## config.mk

```make
export PLATFORM = sky130hd
export DESIGN_NAME = gpab_ports
export DESIGN_NICKNAME = d
export VERILOG_FILES = /design/src/design/gpab_pkg.sv /design/src/design/gpab_ports.sv
export VERILOG_INCLUDE_DIRS = /design/src /design/src/design
export SDC_FILE = /design/constraint.sdc
export NUM_CORES = 1
export LEC_CHECK = 0
export BUFFER_PORTS_ARGS = -buffer_cell sky130_fd_sc_hd__buf_2
export CAP_MARGIN = 20
export CORE_ASPECT_RATIO = 1.2
export CORE_MARGIN = 4
export CORE_UTILIZATION = 46
export CTS_CLUSTER_DIAMETER = 100
export CTS_CLUSTER_SIZE = 40
export DETAILED_ROUTE_END_ITERATION = 8
export GPL_TIMING_DRIVEN = 0
export PLACE_DENSITY = 0.83
export SLEW_MARGIN = 20
export SYNTH_ARGS = -nofsm -noshare
export SYNTH_HDL_FRONTEND = slang
export SYNTH_SLANG_ARGS = --single-unit
```

## constraint.sdc

```tcl
create_clock -name pclk -period 3.1 [get_ports pclk]
set_input_delay 0.93 -clock pclk [delete_from_list [all_inputs] [get_ports pclk]]
set_output_delay 0.93 -clock pclk [all_outputs]
set_load 0.02 [all_outputs]
```

## src/design/gpab_regs.svh

```systemverilog
// Purpose: Register indices, field positions and reset values of the port A/B I/O block.
// Assumes: Indices are word numbers; the APB byte address is four times the index.
// Notes:   Definitions only.
`ifndef GPAB_REGS_SVH
`define GPAB_REGS_SVH

// ----------------------------------------------------------------------------
// Register indices
// ----------------------------------------------------------------------------
`define GPAB_IDX_PORT_A_DATA      8'h05
`define GPAB_IDX_PORT_B_DATA      8'h06
`define GPAB_IDX_INTERRUPT_CTRL   8'h0b
`define GPAB_IDX_OPTION_CONTROL   8'h81
`define GPAB_IDX_PORT_A_DIRECTION 8'h85
`define GPAB_IDX_PORT_B_DIRECTION 8'h86

// ----------------------------------------------------------------------------
// Field positions and masks
// ----------------------------------------------------------------------------
`define GPAB_PA_MASK_FULL    8'h3f
`define GPAB_PA_MASK_REDUCED 8'h1f
`define GPAB_BIT_PA_TIMER    4
`define GPAB_BIT_PA_SS       5
`define GPAB_BIT_PULLUP_N    7
`define GPAB_BIT_CHANGE_FLAG 0
`define GPAB_BIT_PB_INT      0
`define GPAB_BIT_PB_PCLK     6
`define GPAB_BIT_PB_PDATA    7

// ----------------------------------------------------------------------------
// Reset values
// ----------------------------------------------------------------------------
`define GPAB_RST_LATCH  8'h00
`define GPAB_RST_OPTION 8'hff
`define GPAB_RST_DIR_B  8'hff
`define GPAB_RST_ZERO   8'h00

`endif

```

## src/design/gpab_pkg.sv

```systemverilog
// Purpose: Types shared by the port A/B I/O block.
// Assumes: Constants live in gpab_regs.svh.
// Notes:   Nothing here is imported; users write gpab_pkg::name.
package gpab_pkg;

    // ------------------------------------------------------------------------
    // Register selection
    // ------------------------------------------------------------------------
    typedef enum logic [2:0]
    {
        GPAB_REG_NONE  = 3'h0,
        GPAB_REG_PA    = 3'h1,
        GPAB_REG_PB    = 3'h3,
        GPAB_REG_INTC  = 3'h2,
        GPAB_REG_OPT   = 3'h6,
        GPAB_REG_DIR_A = 3'h7,
        GPAB_REG_DIR_B = 3'h5
    } gpab_reg_e;

    // ------------------------------------------------------------------------
    // Pin drive carrier
    // ------------------------------------------------------------------------
    typedef struct packed
    {
        logic [7:0] out;
        logic [7:0] oe;
    } gpab_drive_s;

endpackage : gpab_pkg

```

## src/design/gpab_ports.sv

```systemverilog
// Purpose: Port A (6 bit) and port B (8 bit) general-purpose I/O with port B change detection.
// Assumes: APB slave on pclk; pins are synchronous to pclk; presetn is the power-on/brown-out reset.
// Notes:   Timer, serial port, external interrupt and programming logic sit outside; only their pin taps are here.
//
// Notes on behaviour
// Port A bit 4 output is open drain: pulls low for zero, released for one.
// Port A bit 4 pin level also goes to the timer clock input.
// Port A bit 5 pin level also goes to the serial port slave select.
// Port A data and direction bits 7 and 6 read zero and ignore writes.
// Reduced variant: port A bit 5 data and direction absent, read zero.
// Power-on reset sets port A direction to all ones, all inputs.
// Other resets keep data latches and set direction registers to all ones.
// Port B is 8 bits; direction one floats the pin, zero drives the latch.
// Option bit 7, active low, enables weak pull-ups on all port B pins.
// A port B pull-up is off whenever that pin is an output.
// Power-on reset sets option to all ones, pull-ups disabled.
// Only port B pins 7 to 4 set as inputs take part in change detection.
// Reading port B latches pins 7 to 4; live inputs are compared to it.
// Mismatches are ORed and set the change flag at interrupt control bit 0.
// A port B change mismatch can wake the core from sleep.
// Any port B read or write ends the mismatch; persisting mismatch keeps setting.
// Older variant may miss a change that coincides with a port B read.
// Port B bit 0 pin level also goes to the external interrupt logic.
// In serial programming mode port B bit 6 is clock, bit 7 data.
// Port A read returns pin levels; write updates only the output latch.
// Port A direction one floats the pin, zero drives the latch bit.
// Port B read returns pin levels; write updates only the output latch.
`timescale 1ns/1ns
`include "gpab_regs.svh"

module gpab_ports #(
    parameter int          ADDR_W      = 12,
    parameter bit          REDUCED     = 1'b0,
    parameter bit          OLD_VARIANT = 1'b0
) (
    // Clock, reset, enable
    input  wire logic              pclk,
    input  wire logic              presetn,
    input  wire logic              ce,
    input  wire logic              soft_rst,
    // APB slave
    input  wire logic              psel,
    input  wire logic              penable,
    input  wire logic              pwrite,
    input  wire logic [ADDR_W-1:0] paddr,
    input  wire logic [31:0]       pwdata,
    output logic      [31:0]       prdata,
    output logic                   pready,
    output logic                   pslverr,
    // Port A pins
    input  wire logic [5:0]        pa_in,
    output logic      [5:0]        pa_out,
    output logic      [5:0]        pa_oe,
    // Port B pins
    input  wire logic [7:0]        pb_in,
    output logic      [7:0]        pb_out,
    output logic      [7:0]        pb_oe,
    output logic      [7:0]        pb_pullup_en,
    // Peripheral taps
    output logic                   timer_ext_clock_in,
    output logic                   ssp_slave_select,
    output logic                   ext_int_in,
    output logic                   port_change_flag,
    output logic                   wake_req,
    // Serial programming
    input  wire logic              prog_mode,
    input  wire logic              prog_data_out,
    input  wire logic              prog_data_oe,
    output logic                   prog_clk,
    output logic                   prog_data_in
);

    // ------------------------------------------------------------------------
    // Elaboration checks
    // ------------------------------------------------------------------------
    if (ADDR_W < 10 || ADDR_W > 32)
    begin : g_bad_addr
        $error("gpab_ports: ADDR_W must be 10 to 32");
    end

    // ------------------------------------------------------------------------
    // Decode
    // ------------------------------------------------------------------------
    localparam logic [7:0] PA_MASK = REDUCED ? `GPAB_PA_MASK_REDUCED : `GPAB_PA_MASK_FULL;

    // Misaligned or out-of-range addresses decode to no register and raise pslverr.
    function automatic gpab_pkg::gpab_reg_e decode(input logic [ADDR_W-1:0] a);
        gpab_pkg::gpab_reg_e r;
        r = gpab_pkg::GPAB_REG_NONE;
        if (a[1:0] == 2'h0 && (a >> 10) == '0)
        begin
            case (a[9:2])
                `GPAB_IDX_PORT_A_DATA:      r = gpab_pkg::GPAB_REG_PA;
                `GPAB_IDX_PORT_B_DATA:      r = gpab_pkg::GPAB_REG_PB;
                `GPAB_IDX_INTERRUPT_CTRL:   r = gpab_pkg::GPAB_REG_INTC;
                `GPAB_IDX_OPTION_CONTROL:   r = gpab_pkg::GPAB_REG_OPT;
                `GPAB_IDX_PORT_A_DIRECTION: r = gpab_pkg::GPAB_REG_DIR_A;
                `GPAB_IDX_PORT_B_DIRECTION: r = gpab_pkg::GPAB_REG_DIR_B;
                default:                    r = gpab_pkg::GPAB_REG_NONE;
            endcase
        end
        return r;
    endfunction : decode

    gpab_pkg::gpab_reg_e sel;
    logic                setup;
    logic                xfer;
    logic                wr;
    logic                rd;

    assign sel     = decode(paddr);
    assign setup   = ce && psel && !penable;
    // The slave inserts no wait states while enabled; a low enable stalls the bus instead of losing a beat.
    assign pready  = ce;
    assign xfer    = ce && psel && penable;
    assign wr      = xfer && pwrite;
    assign rd      = xfer && !pwrite;
    assign pslverr = psel && penable && (sel == gpab_pkg::GPAB_REG_NONE);

    // ------------------------------------------------------------------------
    // Registers
    // ------------------------------------------------------------------------
    logic [7:0] lat_a_q;
    logic [7:0] lat_b_q;
    logic [7:0] dir_a_q;
    logic [7:0] dir_b_q;
    logic [7:0] opt_q;
    logic [3:0] snap_q;
    logic       flag_q;
    logic [7:0] prdata_q;

    // Data latches survive the soft reset.
    always_ff @(posedge pclk or negedge presetn)
    begin
        if (!presetn)
        begin
            lat_a_q <= `GPAB_RST_LATCH;
            lat_b_q <= `GPAB_RST_LATCH;
        end
        else if (ce && !soft_rst)
        begin
            if (wr && sel == gpab_pkg::GPAB_REG_PA)
                lat_a_q <= pwdata[7:0] & PA_MASK;
            if (wr && sel == gpab_pkg::GPAB_REG_PB)
                lat_b_q <= pwdata[7:0];
        end
    end

    always_ff @(posedge pclk or negedge presetn)
    begin
        if (!presetn)
        begin
            dir_a_q <= PA_MASK;
            dir_b_q <= `GPAB_RST_DIR_B;
            opt_q   <= `GPAB_RST_OPTION;
        end
        else if (ce)
        begin
            if (soft_rst)
            begin
                dir_a_q <= PA_MASK;
                dir_b_q <= `GPAB_RST_DIR_B;
                opt_q   <= `GPAB_RST_OPTION;
            end
            else if (wr)
            begin
                if (sel == gpab_pkg::GPAB_REG_DIR_A)
                    dir_a_q <= pwdata[7:0] & PA_MASK;
                if (sel == gpab_pkg::GPAB_REG_DIR_B)
                    dir_b_q <= pwdata[7:0];
                if (sel == gpab_pkg::GPAB_REG_OPT)
                    opt_q <= pwdata[7:0];
            end
        end
    end

    // Read data is captured in the setup cycle so that prdata comes from a flip-flop.
    always_ff @(posedge pclk or negedge presetn)
    begin
        if (!presetn)
            prdata_q <= `GPAB_RST_ZERO;
        else if (setup)
        begin
            case (sel)
                gpab_pkg::GPAB_REG_PA:    prdata_q <= {2'h0, pa_in} & PA_MASK;
                gpab_pkg::GPAB_REG_PB:    prdata_q <= pb_in;
                gpab_pkg::GPAB_REG_INTC:  prdata_q <= {7'h00, flag_q};
                gpab_pkg::GPAB_REG_OPT:   prdata_q <= opt_q;
                gpab_pkg::GPAB_REG_DIR_A: prdata_q <= dir_a_q;
                gpab_pkg::GPAB_REG_DIR_B: prdata_q <= dir_b_q;
                default:                  prdata_q <= `GPAB_RST_ZERO;
            endcase
        end
    end

    assign prdata = {24'h000000, prdata_q};

    // ------------------------------------------------------------------------
    // Change detection
    // ------------------------------------------------------------------------
    logic [3:0] mismatch;
    logic       pb_read;
    logic       pb_touch;
    logic       set_flag;

    assign pb_read  = rd && sel == gpab_pkg::GPAB_REG_PB;
    assign pb_touch = xfer && sel == gpab_pkg::GPAB_REG_PB;
    assign mismatch = (pb_in[7:4] ^ snap_q) & dir_b_q[7:4];
    // The older variant drops a change that lands on a port B read or write beat itself.
    assign set_flag = (|mismatch) && !(OLD_VARIANT && pb_touch);

    always_ff @(posedge pclk or negedge presetn)
    begin
        if (!presetn)
            snap_q <= 4'h0;
        else if (ce && pb_touch)
            snap_q <= pb_read ? prdata_q[7:4] : pb_in[7:4];
    end

    // Hardware set wins over a software clear in the same beat.
    always_ff @(posedge pclk or negedge presetn)
    begin
        if (!presetn)
            flag_q <= 1'b0;
        else if (ce)
        begin
            if (soft_rst)
                flag_q <= 1'b0;
            else if (set_flag)
                flag_q <= 1'b1;
            else if (wr && sel == gpab_pkg::GPAB_REG_INTC)
                flag_q <= pwdata[`GPAB_BIT_CHANGE_FLAG];
        end
    end

    assign port_change_flag = flag_q;
    assign wake_req         = |mismatch;

    // ------------------------------------------------------------------------
    // Pin drive
    // ------------------------------------------------------------------------
    gpab_pkg::gpab_drive_s drv_a;
    gpab_pkg::gpab_drive_s drv_b;

    // Port A bit 4 never drives high; a latched one leaves the pin to the board.
    always_comb
    begin
        drv_a.out = lat_a_q & PA_MASK;
        drv_a.oe  = ~dir_a_q & PA_MASK;
        drv_a.out[`GPAB_BIT_PA_TIMER] = 1'b0;
        drv_a.oe[`GPAB_BIT_PA_TIMER]  = !dir_a_q[`GPAB_BIT_PA_TIMER] && !lat_a_q[`GPAB_BIT_PA_TIMER];
        drv_b.out = lat_b_q;
        drv_b.oe  = ~dir_b_q;
        if (prog_mode)
        begin
            drv_b.oe[`GPAB_BIT_PB_PCLK]   = 1'b0;
            drv_b.out[`GPAB_BIT_PB_PDATA] = prog_data_out;
            drv_b.oe[`GPAB_BIT_PB_PDATA]  = prog_data_oe;
        end
    end

    assign pa_out       = drv_a.out[5:0];
    assign pa_oe        = drv_a.oe[5:0];
    assign pb_out       = drv_b.out;
    assign pb_oe        = drv_b.oe;
    // Outside programming mode an output pin never fights its own pull-up.
    assign pb_pullup_en = {8{!opt_q[`GPAB_BIT_PULLUP_N]}} & dir_b_q;

    assign timer_ext_clock_in = pa_in[`GPAB_BIT_PA_TIMER];
    assign ssp_slave_select   = REDUCED ? 1'b0 : pa_in[`GPAB_BIT_PA_SS];
    assign ext_int_in         = pb_in[`GPAB_BIT_PB_INT];
    assign prog_clk           = pb_in[`GPAB_BIT_PB_PCLK];
    assign prog_data_in       = pb_in[`GPAB_BIT_PB_PDATA];
endmodule : gpab_ports

```

# Word-level counts from Yosys, hierarchy flattened

Cells that the tools add are included.

Equal/unequal tests: 12
Multiplexer cells: 18
Bitwise gates (word level): 5
Reductions and logical operators: 37

Operators with widths:

| kind                                                                  | count |
|---|---|
| 8-bit 2-to-1 mux                                                      | 9 |
| 8-bit one-hot mux with 6 select lines                                 | 1 |
| 8-bit equality test, second input constant                            | 3 |
| 3-bit one-hot mux with 6 select lines                                 | 1 |
| 8-bit by 3-bit equality test with 1-bit output, second input constant | 2 |
| 1-bit logical AND                                                     | 16 |
| 12-bit logical NOT                                                    | 1 |
| 3-bit equality test, second input constant                            | 3 |
| 3-bit AND reduction                                                   | 3 |
| 8-bit bitwise AND                                                     | 1 |
| 8-bit by 4-bit equality test with 1-bit output, second input constant | 1 |
| 8-bit inverter                                                        | 1 |
| 2-bit nonzero test                                                    | 4 |
| 3-bit by 2-bit equality test with 1-bit output, second input constant | 2 |
| 1-bit logical NOT                                                     | 6 |
| 6-bit inverter                                                        | 1 |
| 2-bit AND reduction                                                   | 3 |
| 4-bit bitwise AND                                                     | 1 |
| 1-bit 2-to-1 mux                                                      | 4 |
| 4-bit 2-to-1 mux                                                      | 1 |
| 4-bit OR reduction                                                    | 1 |
| 4-bit bitwise XOR                                                     | 1 |
| 3-bit by 1-bit equality test with 1-bit output, second input constant | 1 |
| 3-bit logical NOT                                                     | 1 |
| other kinds (4)                                                       | 4 |

Flip-flop bits (word level): 51
Input bits: 68

# Logic depth before layout (Yosys ltp)

Gate-level depths: netlist of run 1.

Depth in word-level cells: 8
Gate-level depth with buffers: 8
Mapped depth without buffers: 6

# Worst setup path before layout of run 1

OpenSTA, ideal clock, no wires.

Path kind: in2out
Start point: input port paddr[3]
End point: output port pslverr
Arrival: 2.071 ns
Data required time: 2.170 ns
Setup slack: 0.099 ns
Stages: 6
Buffers on the path: 1
Path through: clkbuf_1 nor2b_1 nand4b_1 o21ai_0 nand3_1 and3_1

Longest elaborated chain between the ends: 5
Elaborated cells between the ends (all ways): 10
Classes of those cells: eq/ne (6); mux (2); reduce/logical (2)

RTL lines:

| item                                              | RTL line          | source |
|---|---|---|
| start, declared                                   | gpab_ports.sv:45  | `input wire logic [ADDR_W-1:0] paddr,` |
| 8-bit equality test, or another cell as far along | gpab_ports.sv:92  | `case (a[9:2])` |
| 3-bit one-hot mux with 6 select lines *           | gpab_ports.sv:92  |  |
| 3-bit 2-to-1 mux *                                | gpab_ports.sv:90  | `if (a[1:0] == 2'h0 && (a >> 10) == '0)` |
| 3-bit logical NOT *                               | gpab_ports.sv:118 | `assign pslverr = psel && penable && (sel == gpab_pkg::GPAB_REG_NONE);` |
| 1-bit logical AND *                               | gpab_ports.sv:118 |  |
| end, declared                                     | gpab_ports.sv:49  | `output logic pslverr,` |

Mark *: on every way between the ends. The rest lies on a longest branch, timed or not.

# Worst setup path in the final report of run 1

Ends and elaborated chain as after synthesis.

==> flow_summary.toml, run 1 <==
[status]
status = "finished, final reports clean"

[yosys]
synth_top_area_share_pct = 23.0
syn_inst = 297
synth_flop_cell = "dfrtp_1"
synth_edf_count = 0
synthTopCellsByArea = "dfrtp_1, dfstp_2, buf_4, mux2_2, nand2_1"
synth_area_mm2 = 0.00294
synth_commonest_cells = "buf_4, nand2_1, dfrtp_1"
synth-seq-area-share_pct = 42.6
synth_seq_cells = 49
synth.avg_cell_area_um2 = 9.90
yosysMostFrequentCell = "buf_4"
ys_types = 50
synth_top_cell_by_area = "dfrtp_1"
synth-warning-count = 0
ys_async_sr_fraction_pct = 100

[layout]
antennaDiodeCount = 0
final_area_mm2 = 0.00376
areaGrowthSynthToFinish_pct = 27.9
fin_nets = 492
drive_gt1_share_pct = 48.5
final_core_util_pct = 61.4

[sta]
fin_crit_sh_pct = 97.2
tightest_slew_ns = 0.699
period_needed_ns = 3.01
finalSetupViolCount = 0
relSlewSlack_pct = 53.4
fin_worst_skew_ns = 0.00610
rsz0062_at_grt = "no"
hold_viol = 0
finalMaxSlewViolations = 0
worst_slack_ns = 0.0862
fmax_mhz = 332

[placed_design]
routabilityCongestion = 0.907
post-place-ws_ns = -0.458
port_buffers = 92
hpwlAfterDp_um = 5690
place_area_mm2 = 0.00359

[power]
p_comb_share_pct = 21.5
p_leak_uw = 0.00204
clockPowerShare_pct = 29.0
p_per_area_mw_per_mm2 = 369
swShare_pct = 28.5
seqPwrFrac_pct = 49.5
intPower_uw = 992
total_power_uw = 1390
p_switching_uw = 395
peakVddDrop_v = 0.000267

[detailed_routing]
avgRoutedWirePerCell_um = 15.0
drt-pass1-iter-count = 4
drt_iter0_drc = 113
ant_nets = 0
wl_um = 7610
vias = 2551
viasPerCell = 5.03
drc_errors = 0

[setup_path]
required_ns = 2.17
cp_max_fo = 8
cp.arrival_ns = 2.08
crit_path_end_kind = "output port"
critical_path_class = "in -> out"
worstSetupStartpointType = "input port"

[global_routing]
grt_pass1_wl_um = 11800
grt_max_degree = 50
grtUsageTotal_pct = 19.8
grt_pass1_vias = 2409
antenna_found_initial = 0
overflow = 0

[clock_network]
path_clk_slew_ns = 0.08
clk_path_buf_depth = 2
cts_root_buffer = "clkbuf_8"
cts_tree = "built"
cts_buffers = 5
clock_sinks = 49
clkLatencyLatePin_ns = 0.29
htreeDepth = 2

[floorplan]
rows = 31
die_w_um = 81.0
pin_count = 145
die_h_um = 95.6
initial_utilization_pct = 48.0
floorplan.die_area_mm2 = 0.00774
core_mm2 = 0.00613

[hold_path]
hold_class = "reg -> reg"

[job]
drv_cap = 0
==> power by group through the flow <==
stage | combinational (uW) | sequential [uW] | clock, uW
after CTS | 293 | 685 | 414
final | 298 | 686 | 402
after detailed placement | 291 | 697 | 0
after global placement | 286 | 696 | 0
after floorplan | 185 | 694 | 0
after global routing | 326 | 689 | 436
==> metrics by stage <==
| stage | cells | hold slack (ns) | setup TNS (ns) |
|---|---|---|---|
| floorplan | 321 | 0.443 | 0 |
| global placement | 495 | 0.450 | -8.01 |
| detailed placement | 495 | 0.453 | -9.15 |
| CTS | 503 | 0.466 | -0.104 |
| global route | 507 | 0.485 | 0 |
| finish | 507 | 0.464 | 0 |
==> final cells by class <==
cell class / count / area [um^2]
multi-input combinational: 205 / 1380
clock buffer: 7 / 96.3
sequential: 49 / 1250
tap: 82 / 103
fill: 518 / 2370
inverter: 14 / 52.6
timing repair buffer: 96 / 493
clock inverter: 1 / 5.00
buffer: 53 / 373
==> cell families after synthesis <==
kind of cell	after synthesis	synth area share, %
buf+inv	67	14.4
other cells	1	0.128
simple gates	91	15.7
xor+xnor	6	1.79
flops	49	42.6
mux	25	11.3
compound gates	58	14.1
==> what timing repair did <==
item / CTS / global route
endpoints found under the setup margin: 15 / 13
setup buffers: 0 / 4
gates resized for setup: 5 / 6
endpoints found under the hold margin: 0 / 0
hold buffers: 0 / 0
pin swaps: 0 / 1
gates cloned: 0 / 0
==> cells in the final DEF (no fill, tap or decap), types with 4 or more instances in the layout <==
cell       n
a21oi_1    4
a22oi_1    9
buf_2     94
buf_4     48
clkbuf_1   5
clkbuf_8   7
conb_1    25
dfrtp_1   27
dfstp_2   22
inv_1     14
mux2_2    15
mux2i_1    5
mux4_2     5
nand2_1   35
nor2_1    20
o21ai_0   10
o21ai_1    6
o22a_1    14
xor2_1     5
==> per-layer routing <==
metal | wire (um) | GRT usage, %
met5 | 0 | 0
met4 | 79 | 6.90
met3 | 658 | 3.78
met2 | 3940 | 33.5
met1 | 2940 | 25.2
==> sequential cells by signal, summed over array words and instances (netlist names) <==
| register | cells |
|---|---|
| opt_q | 8 |
| snap_q | 4 |
| dir_b_q | 8 |
| prdata_q | 8 |
| port_change_flag | 1 |
| lat_a_q | 6 |
| lat_b_q | 8 |
| dir_a_q | 6 |
==> path summary, 6_finish.rpt <==
| kind | cells past startpoint | start | slack [ns] | endpoint |
|---|---|---|---|---|
| max in group asynchronous | 1 | presetn | 2.05 | prdata_q[7]$_DFFE_PN0P_ |
| min | 2 | opt_q[5]$_DFFE_PN1P_ | 0.46 | opt_q[5]$_DFFE_PN1P_ |
| max | 7 | paddr[3] | 0.09 | pslverr |
| min in group asynchronous | 1 | presetn | 0.64 | lat_a_q[5]$_DFFE_PN0P_ |
| min reg2reg | 2 | opt_q[5]$_DFFE_PN1P_ | 0.46 | opt_q[5]$_DFFE_PN1P_ |
| max reg2reg | 5 | dir_b_q[0]$_DFFE_PN1P_ | 1.62 | prdata_q[0]$_DFFE_PN0P_ |
==> critical path, stage by stage <==
cell and delay [ns]:
buf_2 0.16, nor2b_4 0.18, nand4b_1 0.21, o21ai_2 0.14, nand3_1 0.11, and3_1 0.20
buf_2 0.15
No activity file was read; power rests on OpenSTA's default activity.
==> run 2, diff against run 1 <==
--- a/config.mk
+++ b/config.mk
@@ -10,12 +10,13 @@
 export CAP_MARGIN = 20
 export CORE_ASPECT_RATIO = 1.2
 export CORE_MARGIN = 4
-export CORE_UTILIZATION = 46
+export CORE_UTILIZATION = 51
+export CTS_BUF_LIST = sky130_fd_sc_hd__clkbuf_4 sky130_fd_sc_hd__clkbuf_8
 export CTS_CLUSTER_DIAMETER = 100
 export CTS_CLUSTER_SIZE = 40
 export DETAILED_ROUTE_END_ITERATION = 8
 export GPL_TIMING_DRIVEN = 0
-export PLACE_DENSITY = 0.83
+export PLACE_DENSITY = 0.91
 export SLEW_MARGIN = 20
 export SYNTH_ARGS = -nofsm -noshare
 export SYNTH_HDL_FRONTEND = slang
==> constraint.sdc (replaced) <==
create_clock -name pclk -period 3.75 [get_ports pclk]
set_input_delay 1.125 -clock pclk [delete_from_list [all_inputs] [get_ports pclk]]
set_output_delay 1.125 -clock pclk [all_outputs]
set_load 0.02 [all_outputs]
==> flow_summary.toml, run 2 (same netlist as run 1, synthesis figures left out) <==
[clock_network]
path_clk_slew_ns = 0.08
htreeDepth = 2
cts_hold_buf = 0
clock_sinks = 49
cts_buffers = 5
cts_root_buffer = "clkbuf_8"
cts_tree = "built"
clkLatencyLatePin_ns = 0.31
clk_path_buf_depth = 2

[setup_path]
cp_max_fo = 8
critical_path_class = "in -> out"
required_ns = 2.62
worstSetupStartpointType = "input port"
cp.arrival_ns = 2.44
crit_path_end_kind = "output port"

[global_routing]
overflow = 0
antenna_found_initial = 0
grt_pass1_vias = 2672
grt_max_degree = 50
grtUsageTotal_pct = 21.9
grt_pass1_wl_um = 12300

[floorplan]
die_h_um = 91.2
rows = 30
core_mm2 = 0.00563
initial_utilization_pct = 52.2
pin_count = 145
die_w_um = 77.3
floorplan.die_area_mm2 = 0.00705

[detailed_routing]
drc_errors = 0
wl_um = 7630
drt-pass1-iter-count = 4
avgRoutedWirePerCell_um = 15.7
viasPerCell = 5.36
ant_nets = 0
drt_iter0_drc = 148
vias = 2607

[placed_design]
hpwlAfterDp_um = 6010
place_area_mm2 = 0.00357
place_inst = 477
routabilityCongestion = 0.895
port_buffers = 92

[sta]
fmax_mhz = 280
fin_worst_skew_ns = 0.0101
relSlewSlack_pct = 49.3
rsz0062_at_grt = "no"
tightest_slew_ns = 0.753
period_needed_ns = 3.57
finalSetupViolCount = 0
fin_crit_sh_pct = 95.1
hold_viol = 0
finalMaxSlewViolations = 0

[layout]
final_cells = 486
final_area_mm2 = 0.00368
layout_common_cells = "buf_2, buf_4, nand2_1"
fin_nets = 489
antennaDiodeCount = 0
drive_gt1_share_pct = 46.9
final_common_cell = "buf_2"
areaGrowthSynthToFinish_pct = 25.2

[status]
status = "finished, final reports clean"

[hold_path]
hold_class = "reg -> reg"

[job]
drv_cap = 0

[power]
p_leak_uw = 0.00202
peakVddDrop_v = 0.000272
p_per_area_mw_per_mm2 = 310
run 2: changes by cell type in the layout (fill, tap and decap cells not counted), sizes merged:
| cell | change |
|---|---|
| buf | -4 |
| clkbuf | +2 |
| clkinv | -1 |
run 2: worst max-delay path: stages:
cell and delay [ns]:
clkbuf_1 0.25, nor2b_2 0.25, nand4b_1 0.15, o21ai_0 0.15, nand3_1 0.15, and3_1 0.21, buf_2 0.15
run 2: layout make-up:
type,count,area [um^2]
Buffer,53,372
Clock buffer,8,97.6
Fill cell,453,1950
Inverter,14,52.6
Multi-Input combinational cell,205,1360
Sequential cell,49,1250
Tap cell,64,80.1
Timing Repair Buffer,93,470
run 2: through the flow:
stage / utilization [%] / setup TNS (ns) / total power [uW] / hold WS, ns / worst slack (ns)
after floorplan: - / 0 / 727 / 0.443 / 0.359
final: 65.4 / 0 / 1140 / 0.467 / 0.184
after global routing: 65.4 / 0 / 1190 / 0.488 / 0.0343
after CTS: 65.3 / 0 / 1150 / 0.468 / 0.133
after global placement: 63.4 / 0 / 809 / 0.453 / 0.00245
after detailed placement: 63.4 / -0.183 / 818 / 0.456 / -0.0480
run 2: where the power goes:
part / leakage (uW) / switching, uW / internal [uW]
combinational: 0.00136 / 151 / 94.3
clock: 0.0000523 / 167 / 165
sequential: 0.000606 / 9.32 / 557
total: 0.00202 / 327 / 816
run 2: repair_timing:
item                                    in CTS  in global routing
resized for setup                            0                  3
setup buffers                                1                  0
endpoints found under the setup margin       1                  1
pin swaps                                    1                  0
run 2: path summary, 6_finish.rpt:
path / slack [ns] / to / startpoint / depth (start not counted)
max in group asynchronous: 2.52 / lat_a_q[5]$_DFFE_PN0P_ / presetn / 1
min in group asynchronous: 0.83 / lat_b_q[4]$_DFFE_PN0P_ / presetn / 1
worst max register to register: 2.18 / prdata_q[0]$_DFFE_PN0P_ / dir_b_q[0]$_DFFE_PN1P_ / 5
worst min register to register: 0.47 / opt_q[0]$_DFFE_PN1P_ / opt_q[0]$_DFFE_PN1P_ / 2
worst min-delay path: 0.47 / opt_q[0]$_DFFE_PN1P_ / opt_q[0]$_DFFE_PN1P_ / 2
worst max-delay path: 0.18 / pslverr / paddr[3] / 7
run 2: per-layer routing:
| metal | wire length, um | track usage [%] | vias up | part of all wire (%) |
|---|---|---|---|---|
| met4 | 241 | 10.4 | 0 | 3.2 |
| met3 | 568 | 5.16 | 25 | 7.4 |
| met2 | 3990 | 39.8 | 123 | 52 |
| li1 | - | - | 1221 | - |
| met1 | 2830 | 23.5 | 1238 | 37 |
| met5 | 0 | 0 | - | 0 |
==> run 3, diff against run 2 <==
==> constraint.sdc (replaced) <==
create_clock -name pclk -period 4.59 [get_ports pclk]
set_input_delay 0.918 -clock pclk [delete_from_list [all_inputs] [get_ports pclk]]
set_output_delay 0.918 -clock pclk [all_outputs]
set_load 0.02 [all_outputs]
==> flow_summary.toml, run 3 (same netlist as run 1, synthesis figures left out) <==
[detailed_routing]
viasPerCell = 5.37
drt-pass1-iter-count = 4
drc_errors = 0
wl_met3_um = 558
drt_iter0_drc = 156
met1_length_um = 2830
wl_um = 7610
highest_layer = "met4"
avgRoutedWirePerCell_um = 15.7
dr_wl_met2_um = 3970
ant_nets = 0
vias = 2604

[layout]
antennaDiodeCount = 0
drive_gt1_share_pct = 46.3
nFillCells = 451
final_area_mm2 = 0.00367
areaGrowthSynthToFinish_pct = 24.9
final-seq-area_mm2 = 0.00125
fin_nets = 488
multi_input_area_mm2 = 0.00135
final_common_cell = "buf_2"
layout_common_cells = "buf_2, buf_4, nand2_1"

[floorplan]
rows = 30
floorplan.die_area_mm2 = 0.00705
initial_utilization_pct = 52.2
die_h_um = 91.2
die_w_um = 77.3
core_mm2 = 0.00563
pin_count = 145

[power]
p_leak_uw = 0.00201
peakVddDrop_v = 0.000222
p_per_area_mw_per_mm2 = 254

[sta]
period_needed_ns = 3.35
fin_worst_skew_ns = 0.0102
fin_crit_sh_pct = 73.1
hold_viol = 0
finalMaxSlewViolations = 0
tightest_slew_ns = 0.729
finalSetupViolCount = 0
relSlewSlack_pct = 50.9
fmax_mhz = 298
timing.hold.ws_ns = 0.466
worst_slack_ns = 1.24
rsz0062_at_grt = "no"
timing.setup.tns_ns = 0

[setup_path]
startpoint = "paddr[3]"
cp.arrival_ns = 2.44
critical_path_class = "in -> out"
slowest_stage = "nand4b_1"
worstSetupStartpointType = "input port"
worstPathCellList = "clkbuf_1 > nor2b_1 > nand4b_1 > o21ai_0 > nand3_1 > and3_1 > buf_2"
cpPeakStageDelay_ns = 0.28
cp_max_fo = 8
crit_path_end_kind = "output port"
required_ns = 3.67
r2r_start = "dir_b_q[0]$_DFFE_PN1P_"

[clock_network]
clock_sinks = 49
path_clk_slew_ns = 0.08
clkLatencyLatePin_ns = 0.31
cts_buffers = 5
cts_root_buffer = "clkbuf_8"
post_cts_buffers = 0
clk_path_buf_depth = 2
cts_resized = 0
cts_hold_buf = 0
htreeDepth = 2
cts_tree = "built"

[global_routing]
antenna_found_initial = 0
overflow = 0
grt_pass1_wl_um = 12300
grtUsageTotal_pct = 21.8
grt_pass1_vias = 2659
grt_max_degree = 50

[placed_design]
post-place-ws_ns = 0.999
hpwlAfterDp_um = 6010
routabilityCongestion = 0.895
port_buffers = 92
place_area_mm2 = 0.00357

[job]
drv_cap = 0

[hold_path]
hp-start = "opt_q[0]$_DFFE_PN1P_"
hold_class = "reg -> reg"

[status]
status = "finished, final reports clean"
## run 3: cell count changes in the layout (fill, tap and decap cells not counted)
cell      before  now
clkbuf_2       1    0
nor2b_1        3    4
nor2b_2        1    0
buf_4         45   44
clkbuf_1       6    7
## run 3: layout make-up
class	instances	share of cell area [%]
repair buffers	92	12.6
inverters	14	1.43
plain buffers	53	10.1
clock buffers	8	2.66
flip-flops and latches	49	34.2
multi-input cells	205	36.9
well taps	64	2.18
## run 3: per-stage QoR
step | total power [uW] | std cells | util (%)
after global placement | 661 | 477 | 63.4
final | 933 | 485 | 65.2
after CTS | 936 | 485 | 65.2
after floorplan | 594 | 321 | -
after global routing | 974 | 485 | 65.2
after detailed placement | 668 | 477 | 63.4
## run 3: final timing paths
path,end,slack [ns],depth (start not counted)
setup / recovery,pslverr,1.24,7
hold / removal,opt_q[0]$_DFFE_PN1P_,0.47,2
min in group asynchronous,lat_b_q[4]$_DFFE_PN0P_,0.62,1
setup reg to reg,prdata_q[0]$_DFFE_PN0P_,3.03,5
max in group asynchronous,lat_b_q[0]$_DFFE_PN0P_,3.56,1
hold reg to reg,opt_q[0]$_DFFE_PN1P_,0.47,2
## run 3: where the power goes
part	total [uW]	switching [uW]	internal, uW
combinational	200	123	76.6
sequential	463	7.57	455
clock	271	136	135
total	933	267	666
## run 3: worst max-delay path: cells and delay by family
family,cells,cell delay [ns]
AOI/OAI and AO/OA,1,0.22
and+or+nand+nor,4,0.89
buffers and inverters,2,0.40
## run 3: layer usage
layer | vias to the layer above | global-route usage [%]
met5 | - | 0
met4 | 0 | 10.1
met3 | 27 | 4.96
met2 | 120 | 39.8
met1 | 1237 | 23.7
li1 | 1220 | -
